## src/smc_regs.svh

```systemverilog
`ifndef SMC_REGS_SVH
`define SMC_REGS_SVH

// ----------------------------------------
// register offsets (byte addresses)
// ----------------------------------------
`define SMC_SLEEP_CTRL_OFS   12'h000
`define SMC_CPU_CTRL_OFS     12'h004
`define SMC_STATUS_OFS       12'h008

// ----------------------------------------
// field positions
// ----------------------------------------
`define SMC_SE_BIT           0
`define SMC_SM_LSB           1
`define SMC_BROWNOUT_SLEEP_OFF_BIT         6
`define SMC_BROWNOUT_SLEEP_UNLOCK_BIT        5

// ----------------------------------------
// reset values and sleep mode codes
// ----------------------------------------
`define SMC_SLEEP_CTRL_RST   4'h0
`define SMC_MODE_IDLE        3'h0
`define SMC_MODE_ADCNR       3'h1
`define SMC_MODE_PDOWN       3'h2
`define SMC_MODE_PSAVE       3'h3
`define SMC_MODE_STBY        3'h6

// ----------------------------------------
// timing
// ----------------------------------------
`define SMC_CLK_PERIOD_NS    25
`define SMC_BOD_WAKE_NS      60000
`define SMC_BOD_WAKE_CYC     ((`SMC_BOD_WAKE_NS + `SMC_CLK_PERIOD_NS - 1) / `SMC_CLK_PERIOD_NS)
`define SMC_HALT_CYC         4
`define SMC_STBY_WAKE_CYC    6
`define SMC_UNLOCK_CYC       4
`define SMC_BROWNOUT_SLEEP_OFF_DELAY_CYC   3
`define SMC_BROWNOUT_SLEEP_OFF_HOLD_CYC    3

`endif

```

## src/smc_pkg.sv

```systemverilog
package smc_pkg;

  typedef enum logic [1:0] {
    SMC_RUN,
    SMC_SLEEP,
    SMC_WAKE
  } smc_state_t;

  // wake sources, all from asynchronous logic or pins
  typedef struct packed {
    logic irq_any;      // any enabled interrupt pending
    logic adc_done;
    logic lcd_irq;
    logic start_irq;
    logic t2_ovf;
    logic t2_cmp;
    logic t2_irq;
    logic spm_ready;
    logic external_irq_zero_level;
    logic pin_change;
  } smc_wake_t;

  typedef struct packed {
    logic cpu;
    logic flash;
    logic io;
    logic adc;
    logic async;
    logic main_osc;
    logic tosc;
  } smc_clk_en_t;

endpackage

```

## src/smc_sleep_ctrl.sv

```systemverilog
`timescale 1ns/1ps
`include "smc_regs.svh"

// Contract
// - sleep happens only with sleep enable set and a sleep instruction
// - mode 000 idle: stop cpu and flash clocks, wake on any interrupt
// - mode 001 noise reduction: also stop io clock, keep adc and async
// - mode 010 power-down: stop all generated clocks
// - mode 011 power-save: as power-down, timer 2 and lcd keep running
// - mode 110 with crystal: standby, oscillator runs, wake in six cycles
// - interrupt wake holds core four cycles plus start-up, then resumes
// - register file and sram keep contents through sleep and wake
// - reset during sleep wakes core to the reset vector
// - requested brown-out off applies after entry, restored at wake
// - wake after brown-out off lasts at least 60 us
// - brown-out sleep-off is bit 6 of cpu control, reset zero
// - brown-out off only in power-down, power-save and standby
// - brown-out sleep-off written only through unlock timed sequence
// - adc enabled at idle or noise reduction entry starts a conversion
// - noise reduction wakes only on listed sources
// - power-down stops oscillator, wakes only on listed sources
// - power-down wake waits clock start-up set by clock source fuses
// - power-save wakes on enabled timer 2 events or lcd interrupt
// - power-save stops timer oscillator when nothing runs asynchronously
// - power-save stops main clock when nothing runs synchronously
// - sleep-off active three cycles after set, clears three later
module smc_sleep_ctrl
  import smc_pkg::*;
#(
  parameter int unsigned SU_UNIT = 64   // start-up cycles per fuse step
) (
  input  wire logic        i_clk,          // 40 MHz system clock
  input  wire logic        i_rstn,         // async reset, active low
  input  wire logic        i_psel,         // apb select
  input  wire logic        i_penable,      // apb enable
  input  wire logic        i_pwrite,       // apb direction
  input  wire logic [11:0] i_paddr,        // apb byte address
  input  wire logic [31:0] i_pwdata,       // apb write data
  output logic      [31:0] o_prdata,       // apb read data
  output logic             o_pready,       // apb ready
  output logic             o_pslverr,      // apb error, unmapped
  input  wire logic        i_sleep_instr,  // core executes sleep, pulse
  input  wire logic        i_reset_event,  // ext, watchdog or brown-out reset
  input  wire smc_wake_t   i_wake,         // asynchronous wake sources
  input  wire logic        i_t2_irq_ovf_en,// timer 2 overflow irq enable
  input  wire logic        i_t2_irq_cmp_en,// timer 2 compare irq enable
  input  wire logic        i_global_ie,    // global interrupt enable
  input  wire logic        i_xtal_sel,     // crystal clock option chosen
  input  wire logic [3:0]  i_clk_src_fuses,// clock source fuses
  input  wire logic        i_adc_enabled,  // adc enabled
  input  wire logic        i_async_used,   // t2 or lcd on async clock
  input  wire logic        i_sync_used,    // t2 or lcd on sync clock
  output smc_clk_en_t      o_clk_en,       // clock enables, high runs
  output logic             o_core_hold,    // core halted
  output logic             o_adc_start,    // conversion start pulse
  output logic             o_bod_off,      // brown-out detector off
  output logic             o_resume_irq,   // resume to irq, pulse
  output logic             o_resume_reset  // resume at reset vector, pulse
);

  // ----------------------------------------
  // wake source synchroniser
  // ----------------------------------------
  localparam int WW = $bits(smc_wake_t);
  logic [WW-1:0] s1_r, s2_r, s3_r, wk_r, wk_nxt;
  logic          rst_s1_r, rst_s2_r, rst_s3_r, rst_q_r, rst_q_nxt;

  always_comb begin
    // a change counts once stages two and three agree
    wk_nxt    = (s2_r & s3_r) | (wk_r & (s2_r | s3_r));
    rst_q_nxt = (rst_s2_r & rst_s3_r) | (rst_q_r & (rst_s2_r | rst_s3_r));
  end

  always_ff @(posedge i_clk or negedge i_rstn) begin
    if (!i_rstn) begin
      s1_r     <= '0;
      s2_r     <= '0;
      s3_r     <= '0;
      wk_r     <= '0;
      rst_s1_r <= 1'b0;
      rst_s2_r <= 1'b0;
      rst_s3_r <= 1'b0;
      rst_q_r  <= 1'b0;
    end else begin
      s1_r     <= i_wake;
      s2_r     <= s1_r;
      s3_r     <= s2_r;
      wk_r     <= wk_nxt;
      rst_s1_r <= i_reset_event;
      rst_s2_r <= rst_s1_r;
      rst_s3_r <= rst_s2_r;
      rst_q_r  <= rst_q_nxt;
    end
  end

  smc_wake_t wk;
  assign wk = smc_wake_t'(wk_r);

  // ----------------------------------------
  // registers and apb slave
  // ----------------------------------------
  logic       se_r, se_nxt;
  logic [2:0] sm_r, sm_nxt;
  logic       unlock_r, unlock_nxt;
  logic [2:0] unl_cnt_r, unl_cnt_nxt;
  logic [2:0] brownout_sleep_off_cnt_r, brownout_sleep_off_cnt_nxt;
  logic       wr_acc, rd_acc, hit;
  logic       brownout_sleep_off_active;

  assign wr_acc   = i_psel && i_penable && i_pwrite;
  // read data latched in setup so it already stands at the access edge
  assign rd_acc   = i_psel && !i_penable && !i_pwrite;
  assign hit      = (i_paddr == `SMC_SLEEP_CTRL_OFS) || (i_paddr == `SMC_CPU_CTRL_OFS) ||
                    (i_paddr == `SMC_STATUS_OFS);
  assign o_pready = 1'b1;
  assign o_pslverr = i_psel && i_penable && !hit;
  // active window: counts 3..1 after a 3-cycle arming delay
  assign brownout_sleep_off_active = (brownout_sleep_off_cnt_r != 3'h0) && (brownout_sleep_off_cnt_r <= 3'(`SMC_BROWNOUT_SLEEP_OFF_HOLD_CYC));

  always_comb begin
    se_nxt       = se_r;
    sm_nxt       = sm_r;
    unlock_nxt   = unlock_r;
    unl_cnt_nxt  = unl_cnt_r;
    brownout_sleep_off_cnt_nxt = brownout_sleep_off_cnt_r;
    if (unl_cnt_r != 3'h0) begin
      unl_cnt_nxt = unl_cnt_r - 3'h1;
    end else begin
      unlock_nxt = 1'b0;
    end
    if (brownout_sleep_off_cnt_r != 3'h0) begin
      brownout_sleep_off_cnt_nxt = brownout_sleep_off_cnt_r - 3'h1;
    end
    if (wr_acc && i_paddr == `SMC_SLEEP_CTRL_OFS) begin
      se_nxt = i_pwdata[`SMC_SE_BIT];
      sm_nxt = i_pwdata[`SMC_SM_LSB +: 3];
    end
    if (wr_acc && i_paddr == `SMC_CPU_CTRL_OFS) begin
      if (i_pwdata[`SMC_BROWNOUT_SLEEP_OFF_BIT] && i_pwdata[`SMC_BROWNOUT_SLEEP_UNLOCK_BIT]) begin
        // rewriting the unlock does not extend the window
        if (!unlock_r) begin
          unlock_nxt  = 1'b1;
          unl_cnt_nxt = 3'(`SMC_UNLOCK_CYC);
        end
      end else if (unlock_r && i_pwdata[`SMC_BROWNOUT_SLEEP_OFF_BIT] && !i_pwdata[`SMC_BROWNOUT_SLEEP_UNLOCK_BIT]) begin
        unlock_nxt   = 1'b0;
        unl_cnt_nxt  = 3'h0;
        brownout_sleep_off_cnt_nxt = 3'(`SMC_BROWNOUT_SLEEP_OFF_DELAY_CYC + `SMC_BROWNOUT_SLEEP_OFF_HOLD_CYC);
      end
    end
  end

  always_ff @(posedge i_clk or negedge i_rstn) begin
    if (!i_rstn) begin
      se_r       <= 1'b0;
      sm_r       <= 3'h0;
      unlock_r   <= 1'b0;
      unl_cnt_r  <= 3'h0;
      brownout_sleep_off_cnt_r <= 3'h0;
    end else begin
      se_r       <= se_nxt;
      sm_r       <= sm_nxt;
      unlock_r   <= unlock_nxt;
      unl_cnt_r  <= unl_cnt_nxt;
      brownout_sleep_off_cnt_r <= brownout_sleep_off_cnt_nxt;
    end
  end

  // ----------------------------------------
  // sleep sequencer
  // ----------------------------------------
  smc_state_t  st_r, st_nxt;
  logic [2:0]  mode_r, mode_nxt;
  logic        bod_off_r, bod_off_nxt;
  logic [11:0] cnt_r, cnt_nxt;
  logic        adc_start_nxt, res_irq_nxt, res_rst_nxt;
  logic        adc_start_r, res_irq_r, res_rst_r;
  logic        mode_ok, wake_ok, deep;
  logic [11:0] wake_len;

  // reserved codes and standby without crystal are refused
  assign mode_ok = (sm_r == `SMC_MODE_IDLE) || (sm_r == `SMC_MODE_ADCNR) ||
                   (sm_r == `SMC_MODE_PDOWN) || (sm_r == `SMC_MODE_PSAVE) ||
                   ((sm_r == `SMC_MODE_STBY) && i_xtal_sel);
  assign deep    = (mode_r == `SMC_MODE_PDOWN) || (mode_r == `SMC_MODE_PSAVE) ||
                   (mode_r == `SMC_MODE_STBY);

  always_comb begin
    case (mode_r)
      `SMC_MODE_IDLE:  wake_ok = wk.irq_any;
      `SMC_MODE_ADCNR: wake_ok = wk.adc_done | wk.lcd_irq | wk.start_irq |
                                 wk.t2_irq | wk.spm_ready | wk.external_irq_zero_level | wk.pin_change;
      `SMC_MODE_PSAVE: wake_ok = wk.start_irq | wk.external_irq_zero_level | wk.pin_change | wk.lcd_irq |
                                 (i_global_ie & ((wk.t2_ovf & i_t2_irq_ovf_en) |
                                                 (wk.t2_cmp & i_t2_irq_cmp_en)));
      default:         wake_ok = wk.start_irq | wk.external_irq_zero_level | wk.pin_change;
    endcase
  end

  always_comb begin
    case (mode_r)
      `SMC_MODE_PDOWN,
      `SMC_MODE_PSAVE: wake_len = 12'(({8'h00, i_clk_src_fuses} + 12'h001) * SU_UNIT) +
                                  12'(`SMC_HALT_CYC);
      `SMC_MODE_STBY:  wake_len = 12'(`SMC_STBY_WAKE_CYC);
      default:         wake_len = 12'(`SMC_HALT_CYC);
    endcase
    // brown-out needs time to settle before code runs
    if (bod_off_r && wake_len < 12'(`SMC_BOD_WAKE_CYC)) begin
      wake_len = 12'(`SMC_BOD_WAKE_CYC);
    end
  end

  always_comb begin
    st_nxt        = st_r;
    mode_nxt      = mode_r;
    bod_off_nxt   = bod_off_r;
    cnt_nxt       = cnt_r;
    adc_start_nxt = 1'b0;
    res_irq_nxt   = 1'b0;
    res_rst_nxt   = 1'b0;
    case (st_r)
      SMC_RUN: begin
        if (i_sleep_instr && se_r && mode_ok) begin
          st_nxt        = SMC_SLEEP;
          mode_nxt      = sm_r;
          adc_start_nxt = i_adc_enabled && (sm_r == `SMC_MODE_IDLE || sm_r == `SMC_MODE_ADCNR);
          bod_off_nxt   = brownout_sleep_off_active && (sm_r == `SMC_MODE_PDOWN || sm_r == `SMC_MODE_PSAVE ||
                                          sm_r == `SMC_MODE_STBY);
        end
      end
      SMC_SLEEP: begin
        if (rst_q_r) begin
          st_nxt      = SMC_RUN;
          bod_off_nxt = 1'b0;
          res_rst_nxt = 1'b1;
        end else if (wake_ok) begin
          st_nxt      = SMC_WAKE;
          bod_off_nxt = 1'b0;
          cnt_nxt     = wake_len - 12'h001;
        end
      end
      SMC_WAKE: begin
        bod_off_nxt = 1'b0;
        if (rst_q_r) begin
          st_nxt      = SMC_RUN;
          res_rst_nxt = 1'b1;
        end else if (cnt_r == 12'h000) begin
          st_nxt      = SMC_RUN;
          res_irq_nxt = 1'b1;
        end else begin
          cnt_nxt = cnt_r - 12'h001;
        end
      end
      default: st_nxt = SMC_RUN;
    endcase
  end

  always_ff @(posedge i_clk or negedge i_rstn) begin
    if (!i_rstn) begin
      st_r        <= SMC_RUN;
      mode_r      <= 3'h0;
      bod_off_r   <= 1'b0;
      cnt_r       <= 12'h000;
      adc_start_r <= 1'b0;
      res_irq_r   <= 1'b0;
      res_rst_r   <= 1'b0;
    end else begin
      st_r        <= st_nxt;
      mode_r      <= mode_nxt;
      bod_off_r   <= bod_off_nxt;
      cnt_r       <= cnt_nxt;
      adc_start_r <= adc_start_nxt;
      res_irq_r   <= res_irq_nxt;
      res_rst_r   <= res_rst_nxt;
    end
  end

  // ----------------------------------------
  // clock gating and outputs
  // ----------------------------------------
  logic sleeping;
  assign sleeping = (st_r == SMC_SLEEP);

  // core is clock-stopped, never powered off, so its state survives
  always_comb begin
    o_clk_en.cpu      = (st_r == SMC_RUN);
    o_clk_en.flash    = (st_r == SMC_RUN);
    o_clk_en.io       = !sleeping || (mode_r == `SMC_MODE_IDLE);
    o_clk_en.adc      = !sleeping || (mode_r == `SMC_MODE_IDLE) || (mode_r == `SMC_MODE_ADCNR);
    o_clk_en.async    = !sleeping || !deep || (mode_r == `SMC_MODE_PSAVE);
    o_clk_en.main_osc = !sleeping || !deep || (mode_r == `SMC_MODE_STBY) ||
                        ((mode_r == `SMC_MODE_PSAVE) && i_sync_used);
    o_clk_en.tosc     = !sleeping || !deep ||
                        ((mode_r == `SMC_MODE_PSAVE) && i_async_used);
  end

  assign o_core_hold    = (st_r != SMC_RUN);
  assign o_adc_start    = adc_start_r;
  assign o_bod_off      = bod_off_r;
  assign o_resume_irq   = res_irq_r;
  assign o_resume_reset = res_rst_r;

  always_ff @(posedge i_clk or negedge i_rstn) begin
    if (!i_rstn) begin
      o_prdata <= 32'h0000_0000;
    end else if (rd_acc) begin
      case (i_paddr)
        `SMC_SLEEP_CTRL_OFS: o_prdata <= {28'h0000000, sm_r, se_r};
        `SMC_CPU_CTRL_OFS:   o_prdata <= {25'h0000000, brownout_sleep_off_active, unlock_r, 5'h00};
        `SMC_STATUS_OFS:     o_prdata <= {24'h000000, bod_off_r, mode_r, 2'h0, st_r};
        default:             o_prdata <= 32'h0000_0000;
      endcase
    end
  end

  // ----------------------------------------
  // assertions
  // ----------------------------------------
  property p_enter_needs_se;
    @(posedge i_clk) disable iff (!i_rstn)
      (st_r == SMC_RUN && st_nxt == SMC_SLEEP) |-> se_r && i_sleep_instr;
  endproperty
  a_enter_needs_se: assert property (p_enter_needs_se) else $error("sleep without enable");

  property p_reserved_no_sleep;
    @(posedge i_clk) disable iff (!i_rstn)
      (st_r == SMC_RUN && i_sleep_instr && (sm_r == 3'h4 || sm_r == 3'h5 || sm_r == 3'h7))
        |=> st_r == SMC_RUN;
  endproperty
  a_reserved_no_sleep: assert property (p_reserved_no_sleep) else $error("reserved mode slept");

  property p_idle_clocks;
    @(posedge i_clk) disable iff (!i_rstn)
      (sleeping && mode_r == `SMC_MODE_IDLE) |-> !o_clk_en.cpu && o_clk_en.io && o_clk_en.adc;
  endproperty
  a_idle_clocks: assert property (p_idle_clocks) else $error("idle clock set wrong");

  property p_adcnr_clocks;
    @(posedge i_clk) disable iff (!i_rstn)
      (sleeping && mode_r == `SMC_MODE_ADCNR) |-> !o_clk_en.io && o_clk_en.adc && o_clk_en.async;
  endproperty
  a_adcnr_clocks: assert property (p_adcnr_clocks) else $error("noise mode clock set wrong");

  property p_pdown_clocks;
    @(posedge i_clk) disable iff (!i_rstn)
      (sleeping && mode_r == `SMC_MODE_PDOWN) |-> !o_clk_en.main_osc && !o_clk_en.adc && !o_clk_en.async;
  endproperty
  a_pdown_clocks: assert property (p_pdown_clocks) else $error("power-down clock on");

  property p_stby_wake;
    @(posedge i_clk) disable iff (!i_rstn)
      (st_r == SMC_SLEEP && mode_r == `SMC_MODE_STBY && !bod_off_r && !rst_q_r && wake_ok)
        |=> (st_r == SMC_WAKE) [*6] ##1 (st_r == SMC_RUN && o_resume_irq);
  endproperty
  a_stby_wake: assert property (p_stby_wake) else $error("standby wake not six cycles");

  property p_idle_halt4;
    @(posedge i_clk) disable iff (!i_rstn)
      (st_r == SMC_SLEEP && mode_r == `SMC_MODE_IDLE && !rst_q_r && wake_ok)
        |=> o_core_hold [*4] ##1 (!o_core_hold && o_resume_irq);
  endproperty
  a_idle_halt4: assert property (p_idle_halt4) else $error("idle wake hold not four");

  property p_reset_vector;
    @(posedge i_clk) disable iff (!i_rstn)
      (sleeping && rst_q_r) |=> o_resume_reset && st_r == SMC_RUN;
  endproperty
  a_reset_vector: assert property (p_reset_vector) else $error("reset did not resume");

  property p_bod_only_deep;
    @(posedge i_clk) disable iff (!i_rstn)
      o_bod_off |-> deep && st_r == SMC_SLEEP;
  endproperty
  a_bod_only_deep: assert property (p_bod_only_deep) else $error("brown-out off outside deep sleep");

  property p_brownout_sleep_off_window;
    @(posedge i_clk) disable iff (!i_rstn)
      (brownout_sleep_off_cnt_r == 3'h0 && brownout_sleep_off_cnt_nxt != 3'h0)
        |=> (!brownout_sleep_off_active) [*3] ##1 brownout_sleep_off_active [*3] ##1 !brownout_sleep_off_active;
  endproperty
  a_brownout_sleep_off_window: assert property (p_brownout_sleep_off_window) else $error("sleep-off window wrong");

  property p_brownout_sleep_off_locked;
    @(posedge i_clk) disable iff (!i_rstn)
      (wr_acc && i_paddr == `SMC_CPU_CTRL_OFS && !unlock_r) |=> $stable(brownout_sleep_off_cnt_r == 3'h0) || brownout_sleep_off_cnt_r != 3'h6;
  endproperty
  a_brownout_sleep_off_locked: assert property (p_brownout_sleep_off_locked) else $error("sleep-off set without unlock");

  property p_adc_start;
    @(posedge i_clk) disable iff (!i_rstn)
      (st_r == SMC_RUN && st_nxt == SMC_SLEEP && i_adc_enabled && sm_r == `SMC_MODE_ADCNR) |=> o_adc_start;
  endproperty
  a_adc_start: assert property (p_adc_start) else $error("no adc start at entry");

  property p_ps_tosc;
    @(posedge i_clk) disable iff (!i_rstn)
      (sleeping && mode_r == `SMC_MODE_PSAVE && !i_async_used) |-> !o_clk_en.tosc;
  endproperty
  a_ps_tosc: assert property (p_ps_tosc) else $error("timer oscillator left on");

  c_idle_wake:  cover property (@(posedge i_clk) disable iff (!i_rstn)
                  st_r == SMC_WAKE && mode_r == `SMC_MODE_IDLE ##[1:8] o_resume_irq);
  c_bod_sleep:  cover property (@(posedge i_clk) disable iff (!i_rstn) o_bod_off ##1 st_r == SMC_WAKE);
  c_reset_wake: cover property (@(posedge i_clk) disable iff (!i_rstn) o_resume_reset);

endmodule

```

## config.mk

```make
export PLATFORM = sky130hd
export DESIGN_NAME = smc_sleep_ctrl
export DESIGN_NICKNAME = d
export VERILOG_FILES = /design/src/smc_pkg.sv /design/src/smc_sleep_ctrl.sv
export VERILOG_INCLUDE_DIRS = /design/src
export SDC_FILE = /design/constraint.sdc
export NUM_CORES = 1
export LEC_CHECK = 0
export ABC_AREA = 0
export BUFFER_PORTS_ARGS = -buffer_cell sky130_fd_sc_hd__buf_2
export CORE_MARGIN = 2
export CORE_UTILIZATION = 45
export CTS_BUF_LIST = sky130_fd_sc_hd__clkbuf_8
export CTS_CLUSTER_DIAMETER = 200
export DETAILED_ROUTE_END_ITERATION = 7
export PLACE_DENSITY = 0.72
export SKIP_CTS_REPAIR_TIMING = 1
export SYNTH_ARGS = -nofsm -noshare
export SYNTH_HDL_FRONTEND = slang
export SYNTH_SLANG_ARGS = --single-unit
```

## constraint.sdc

```tcl
create_clock -name i_clk -period 4 [get_ports i_clk]
set_input_delay 0.8 -clock i_clk [delete_from_list [all_inputs] [get_ports i_clk]]
set_output_delay 0.8 -clock i_clk [all_outputs]
set_load 0.02 [all_outputs]
```

Word-level counts from Yosys, hierarchy flattened
Cells that the tools add are included.
Widths: inputs -> output; s select.
Storage, ports and cells
  flip-flop bits (word level): 108
  input bits: 72
Cells by class
  $lt $le $gt $ge: 2
  reductions and logical operators: 58
  add/sub/neg operators: 6
  bitwise operators: 22
  multiplexer cells: 40
  eq/ne operators: 19
Operator list (number)
  $mux 12: 5
  $pmux 12 s2: 2
  $mux 3: 9
  $logic_not 12->1: 2
  $pmux 8 s3: 1
  $sub 12x1->12 const B: 2
  $and 10x10->10: 2
  $or 10x10->10: 2
  $logic_and 1x1->1: 19
  $logic_or 1x1->1: 17
  $mux 1: 15
  $or 1x1->1: 13
  $add 11x3->12 const B: 1
  $eq 12x3->1 const B: 1
  $eq 12x4->1 const B: 1
  $eq 3x2->1 const B: 4
  $lt 12x12->1 const B: 1
  $mux 2: 5
  $reduce_bool 3->1: 3
  $ne 2x2->1 const B: 4
  $eq 3x1->1 const B: 2
  $eq 3x3->1 const B: 2
  $logic_not 1->1: 6
  $logic_not 3->1: 2
  16 further kinds: 26

Logic depth before layout (Yosys ltp)
  depth in word-level cells: 10
  mapped depth: 12
  depth with buffers taken out: 11

Least setup slack after synthesis
OpenSTA, ideal clock, no wires.
  path kind: reg-to-reg
  from: register st_r[0]
  to: register cnt_r[10]
  cell stages (with the launch flop): 13
  period minus slack after synthesis: 2793 ps
  path slack: 1207 ps
  buffers on the path: 1
  library setup time: 127 ps
  arrival time: 2665 ps
  cells stage by stage: dfrtp_1 > inv_1 > ha_1 > clkbuf_1 > nor2_1 > a32oi_1 > ha_1 > nor2b_1 > nor2b_1 > nand4_1 > a211oi_1 > a21boi_0 > o31ai_1
Between the ends
  word-level cells in the longest chain between the ends: 3
Ends and longest elaborated chain
  start: declaration: RTL line smc_sleep_ctrl.sv:172  | smc_state_t st_r, st_nxt;
  start signal: assignment: RTL line smc_sleep_ctrl.sv:269  | st_r <= st_nxt;
  $eq 2x2->1 / $eq 2x1->1 (equally long branches): RTL line smc_sleep_ctrl.sv:222  | case (st_r)
  $ne 2x2->1 (no source line) / $reduce_bool 2->1 (equally long branches)
  $reduce_and 5->1 (no source line)
  end signal: assignment: RTL line smc_sleep_ctrl.sv:272  | cnt_r <= cnt_nxt;
  end: declaration: RTL line smc_sleep_ctrl.sv:175  | logic [11:0] cnt_r, cnt_nxt;
Several ways; a longest one is shown, not always the timed one.
A chain may end at the register's enable or synchronous reset.

Worst setup path after layout
Ends and elaborated chain as after synthesis.

==> metrics.md <==
| Metric | Value |
|---|---|
| Reg-to-reg startpoint | st_r[0]$_DFFE_PN0P_ |
| Dpl cells | 512 |
| Setup TNS Final | 0 ns |
| Worst VDD drop | 327 uV |
| 1st-iter DRT viols | approximately 100 |
| Crit path cell chain | inv_1 > ha_1 > buf_4 > a32oi_1 > ha_1 > nor2b_1 > nor2b_1 > nand4_1 > a211oi_1 > a21boi_0 > o31ai_1 |
| Ant. Diodes | 0 |
| Unique masters post-synth | 53 |
| Multi-input gate area | 0.00150 sq mm |
| Setup crit start kind | flop |
| First-pass GRT wire length | between 10 and 15 mm |
| R2R depth | 11 |
| Slew HR | between 30 and 40% |
| Die height | 96.2 um |
| Avg WL per Cell | about 13 um |
| Post-synth top area share | 55.0% |
| Pins Over Slew Limit | 0 |
| Final weighted congestion in routability-driven placement | 0.772 |
| Tmin final | about 2.9 ns |
| Setup Skew | a little under 0.009 ns |
| RSZ-0062 raised after global routing | no |
| CP peak stage delay | 0.45 ns |
| Total Routed Length | 7.00 mm |
| Fin area | 0.00434 sq mm |
| Leakage Power | 0.00200 uW |
| Die Area | 0.00925 sq mm |
| FFs w/ async S/R, synth | 100% |
| Synth Register Bits | 84 |
| Ys flop type | dfrtp_1 |
| Clock Tree Buf Depth | 2 |
| Top post-synthesis cells by area | dfrtp_1 (55%), buf_4 (5.3%), ha_1 (3.6%) |
| Largest net degree at the start of global routing | 85 |
| Hold WC Path Type | reg -> reg |
| Worst path slowest cell | dfrtp_1 |
| Vias in the first global route | between 2,000 and 3,000 |
| Final ANT Viol Nets | 0 |
| Min Hold Slack | 0.355 ns |
| Core area | 0.00822 sq mm |
| Port Buf Inserts | 66 |
| Via count | 2,671 |
| Starting Density | a little under half |
| Number of max-cap violations | 0 |
| Total grt overflow | 0 |
| Worst-Skew Late Latency | 0.35 ns |
| Crit path depth | 11 |
| Initial antenna violation count | 0 |
| I/O pins | 118 |
| Final Non-Filler Cells | 528 |
| Pwr per Cell Area | 496 mW/mm^2 |
| Sequential area share after synthesis | about 55% |
| Post-synth EDFFs | 0 |
| Final net count | 501 |
| Std-Cell Rows | 33 |
| Setup crit end kind | flop |
| Drt first pass iters | 4 |
| Crit-path leading delay family | compound AO/OA/AOI/OAI gates |
| Setup Slack @ Placement | 1.12 ns |
| Clock sink count | 84 |
| CP Buf/Inv Count | 2 |
| Ys Warns | 0 |
| CP Data Arrival Time | between 3 and 4 ns |
| Outcome | completed |
| H-tree Lvls | 3 |
| HP Start | s1_r[9]$_DFF_PN0_ |
| Fmax achieved | 347 MHz |
| Synth-to-Final Area Change | 13.4% |
| Syn Area/Cell | 10.9 sq um |
| Register Area | 0.00210 sq mm |
| Synth area leader | dfrtp_1 |
| Worst Setup SP | st_r[0]$_DFFE_PN0P_ |
| Post-route worst setup slack | about 1.1 ns |
| Largest fanout on the critical path | 23 |
| Req. time, crit path | 4.22 ns |
| Clock-pin transition on the worst setup and hold timing paths | around 0.1 ns |
| # fillers | roughly 750 |
| Least-Margin Pin Slew | 1.00 ns |
| Final setup violation count | 0 |
| Netlist Area Pre-Place | roughly 0.0038 sq mm |
| Final hold viol count | 0 |
| Period Utilization, post-route | 72.1% |
| Mapped Cells | 351 |
| Die span in x | 96.2 um |
| Vias per cell | 5.06 |
| Setup CP Type | reg -> reg |
| GRT Overall Usage | between 15 and 20% |
| # DRC | 0 |
| Final HPWL from detailed placement | 5.09 mm |
| Hold path depth | 0 |
| Clock Tree Root | clkbuf_8 |
| Share of cells above drive strength 1 | 23.2% |
| CTS tree | built |
| CTS Buf Count | 9 |
| Dpl cell area | 0.00414 sq mm |
-- worst paths after layout --
path / to / slack [ns]
worst max-delay path: cnt_r[10]$_DFFE_PN0P_ / 1.12
worst min-delay path: s2_r[9]$_DFF_PN0_ / 0.35
worst max register to register: cnt_r[10]$_DFFE_PN0P_ / 1.12
worst min register to register: s2_r[9]$_DFF_PN0_ / 0.35
max in group asynchronous: brownout_sleep_off_cnt_r[2]$_DFF_PN0_ / 2.76
min in group asynchronous: unl_cnt_r[0]$_DFF_PN0_ / 0.61
-- area by class of cell --
type	instances	share of cell area, %
Inverter	16	1.38
Multi-Input combinational cell	239	34.6
Tap cell	105	3.03
Clock buffer	9	2.85
Timing Repair Buffer	68	8.02
Clock inverter	7	1.70
Sequential cell	84	48.4
-- flip-flops by register name, summed over array words and instances, names as in the netlist --
register / cells
unl_cnt_r: 3
sm_r: 3
o_prdata: 8
rst_s3_r: 1
rst_q_r: 1
o_adc_start: 1
o_bod_off: 1
s3_r: 10
wk: 10
o_resume_irq: 1
brownout_sleep_off_cnt_r: 3
se_r: 1
mode_r: 3
rst_s2_r: 1
st_r: 2
rst_s1_r: 1
s2_r: 10
unlock_r: 1
o_resume_reset: 1
cnt_r: 12
s1_r: 10
-- synthesized netlist by cell type, drive strengths merged, types with 3 or more instances --
cell / count
buf: 30
a21oi: 18
maj3: 11
inv: 15
ha: 11
nor2b: 4
or3: 3
nand3b: 4
nor2: 21
xor2: 4
a22oi: 5
clkbuf: 5
nor3: 14
o21ai: 21
nor4: 4
a31oi: 4
nand2: 28
mux2: 9
nand2b: 6
and3: 3
dfrtp: 84
nor3b: 4
xnor2: 3
nand3: 12
-- kinds of logic after synthesis --
logic type,synth area share [%]
simple gates,14.6
flops,55.0
compound gates,11.2
buf+inv,8.08
fa+ha+maj,6.48
mux,2.91
xor+xnor,1.60
other cells,0.196
-- power by group --
| part | switching, uW | internal [uW] |
|---|---|---|
| Clock | 346 | 247 |
| Combinational | 314 | 202 |
| Sequential | 86.6 | 956 |
-- layout by cell type (no fill, tap or decap), types with 4 or more instances in the layout --
cell type	instances
o21ai_0	17
buf_2	65
nor2_1	21
nand2_1	28
maj3_1	11
nor3_1	14
conb_1	25
clkbuf_8	9
nand2b_1	6
ha_1	11
inv_1	15
a21oi_1	18
xor2_1	4
nand3_1	12
a22oi_1	5
mux2_2	9
a31oi_1	4
nor3b_1	4
nand3b_1	4
dfrtp_1	84
-- per-layer routing --
layer | routed length, um | up-vias | track usage, %
met2 | 3260 | 81 | 26.4
met5 | 0 | - | 0
met3 | 382 | 6 | 4.93
li1 | - | 1319 | -
met4 | 62 | 0 | 3.93
met1 | 3290 | 1265 | 23.1
-- metrics by stage --
step | utilization (%) | power (uW)
5_1_grt | 52.8 | 2310
2_1_floorplan | - | 1460
4_1_cts | 52.8 | 2180
3_5_place_dp | 50.4 | 1580
6_report | 52.8 | 2150
3_3_place_gp | 50.4 | 1550
Power figures use the tool's default switching activity.
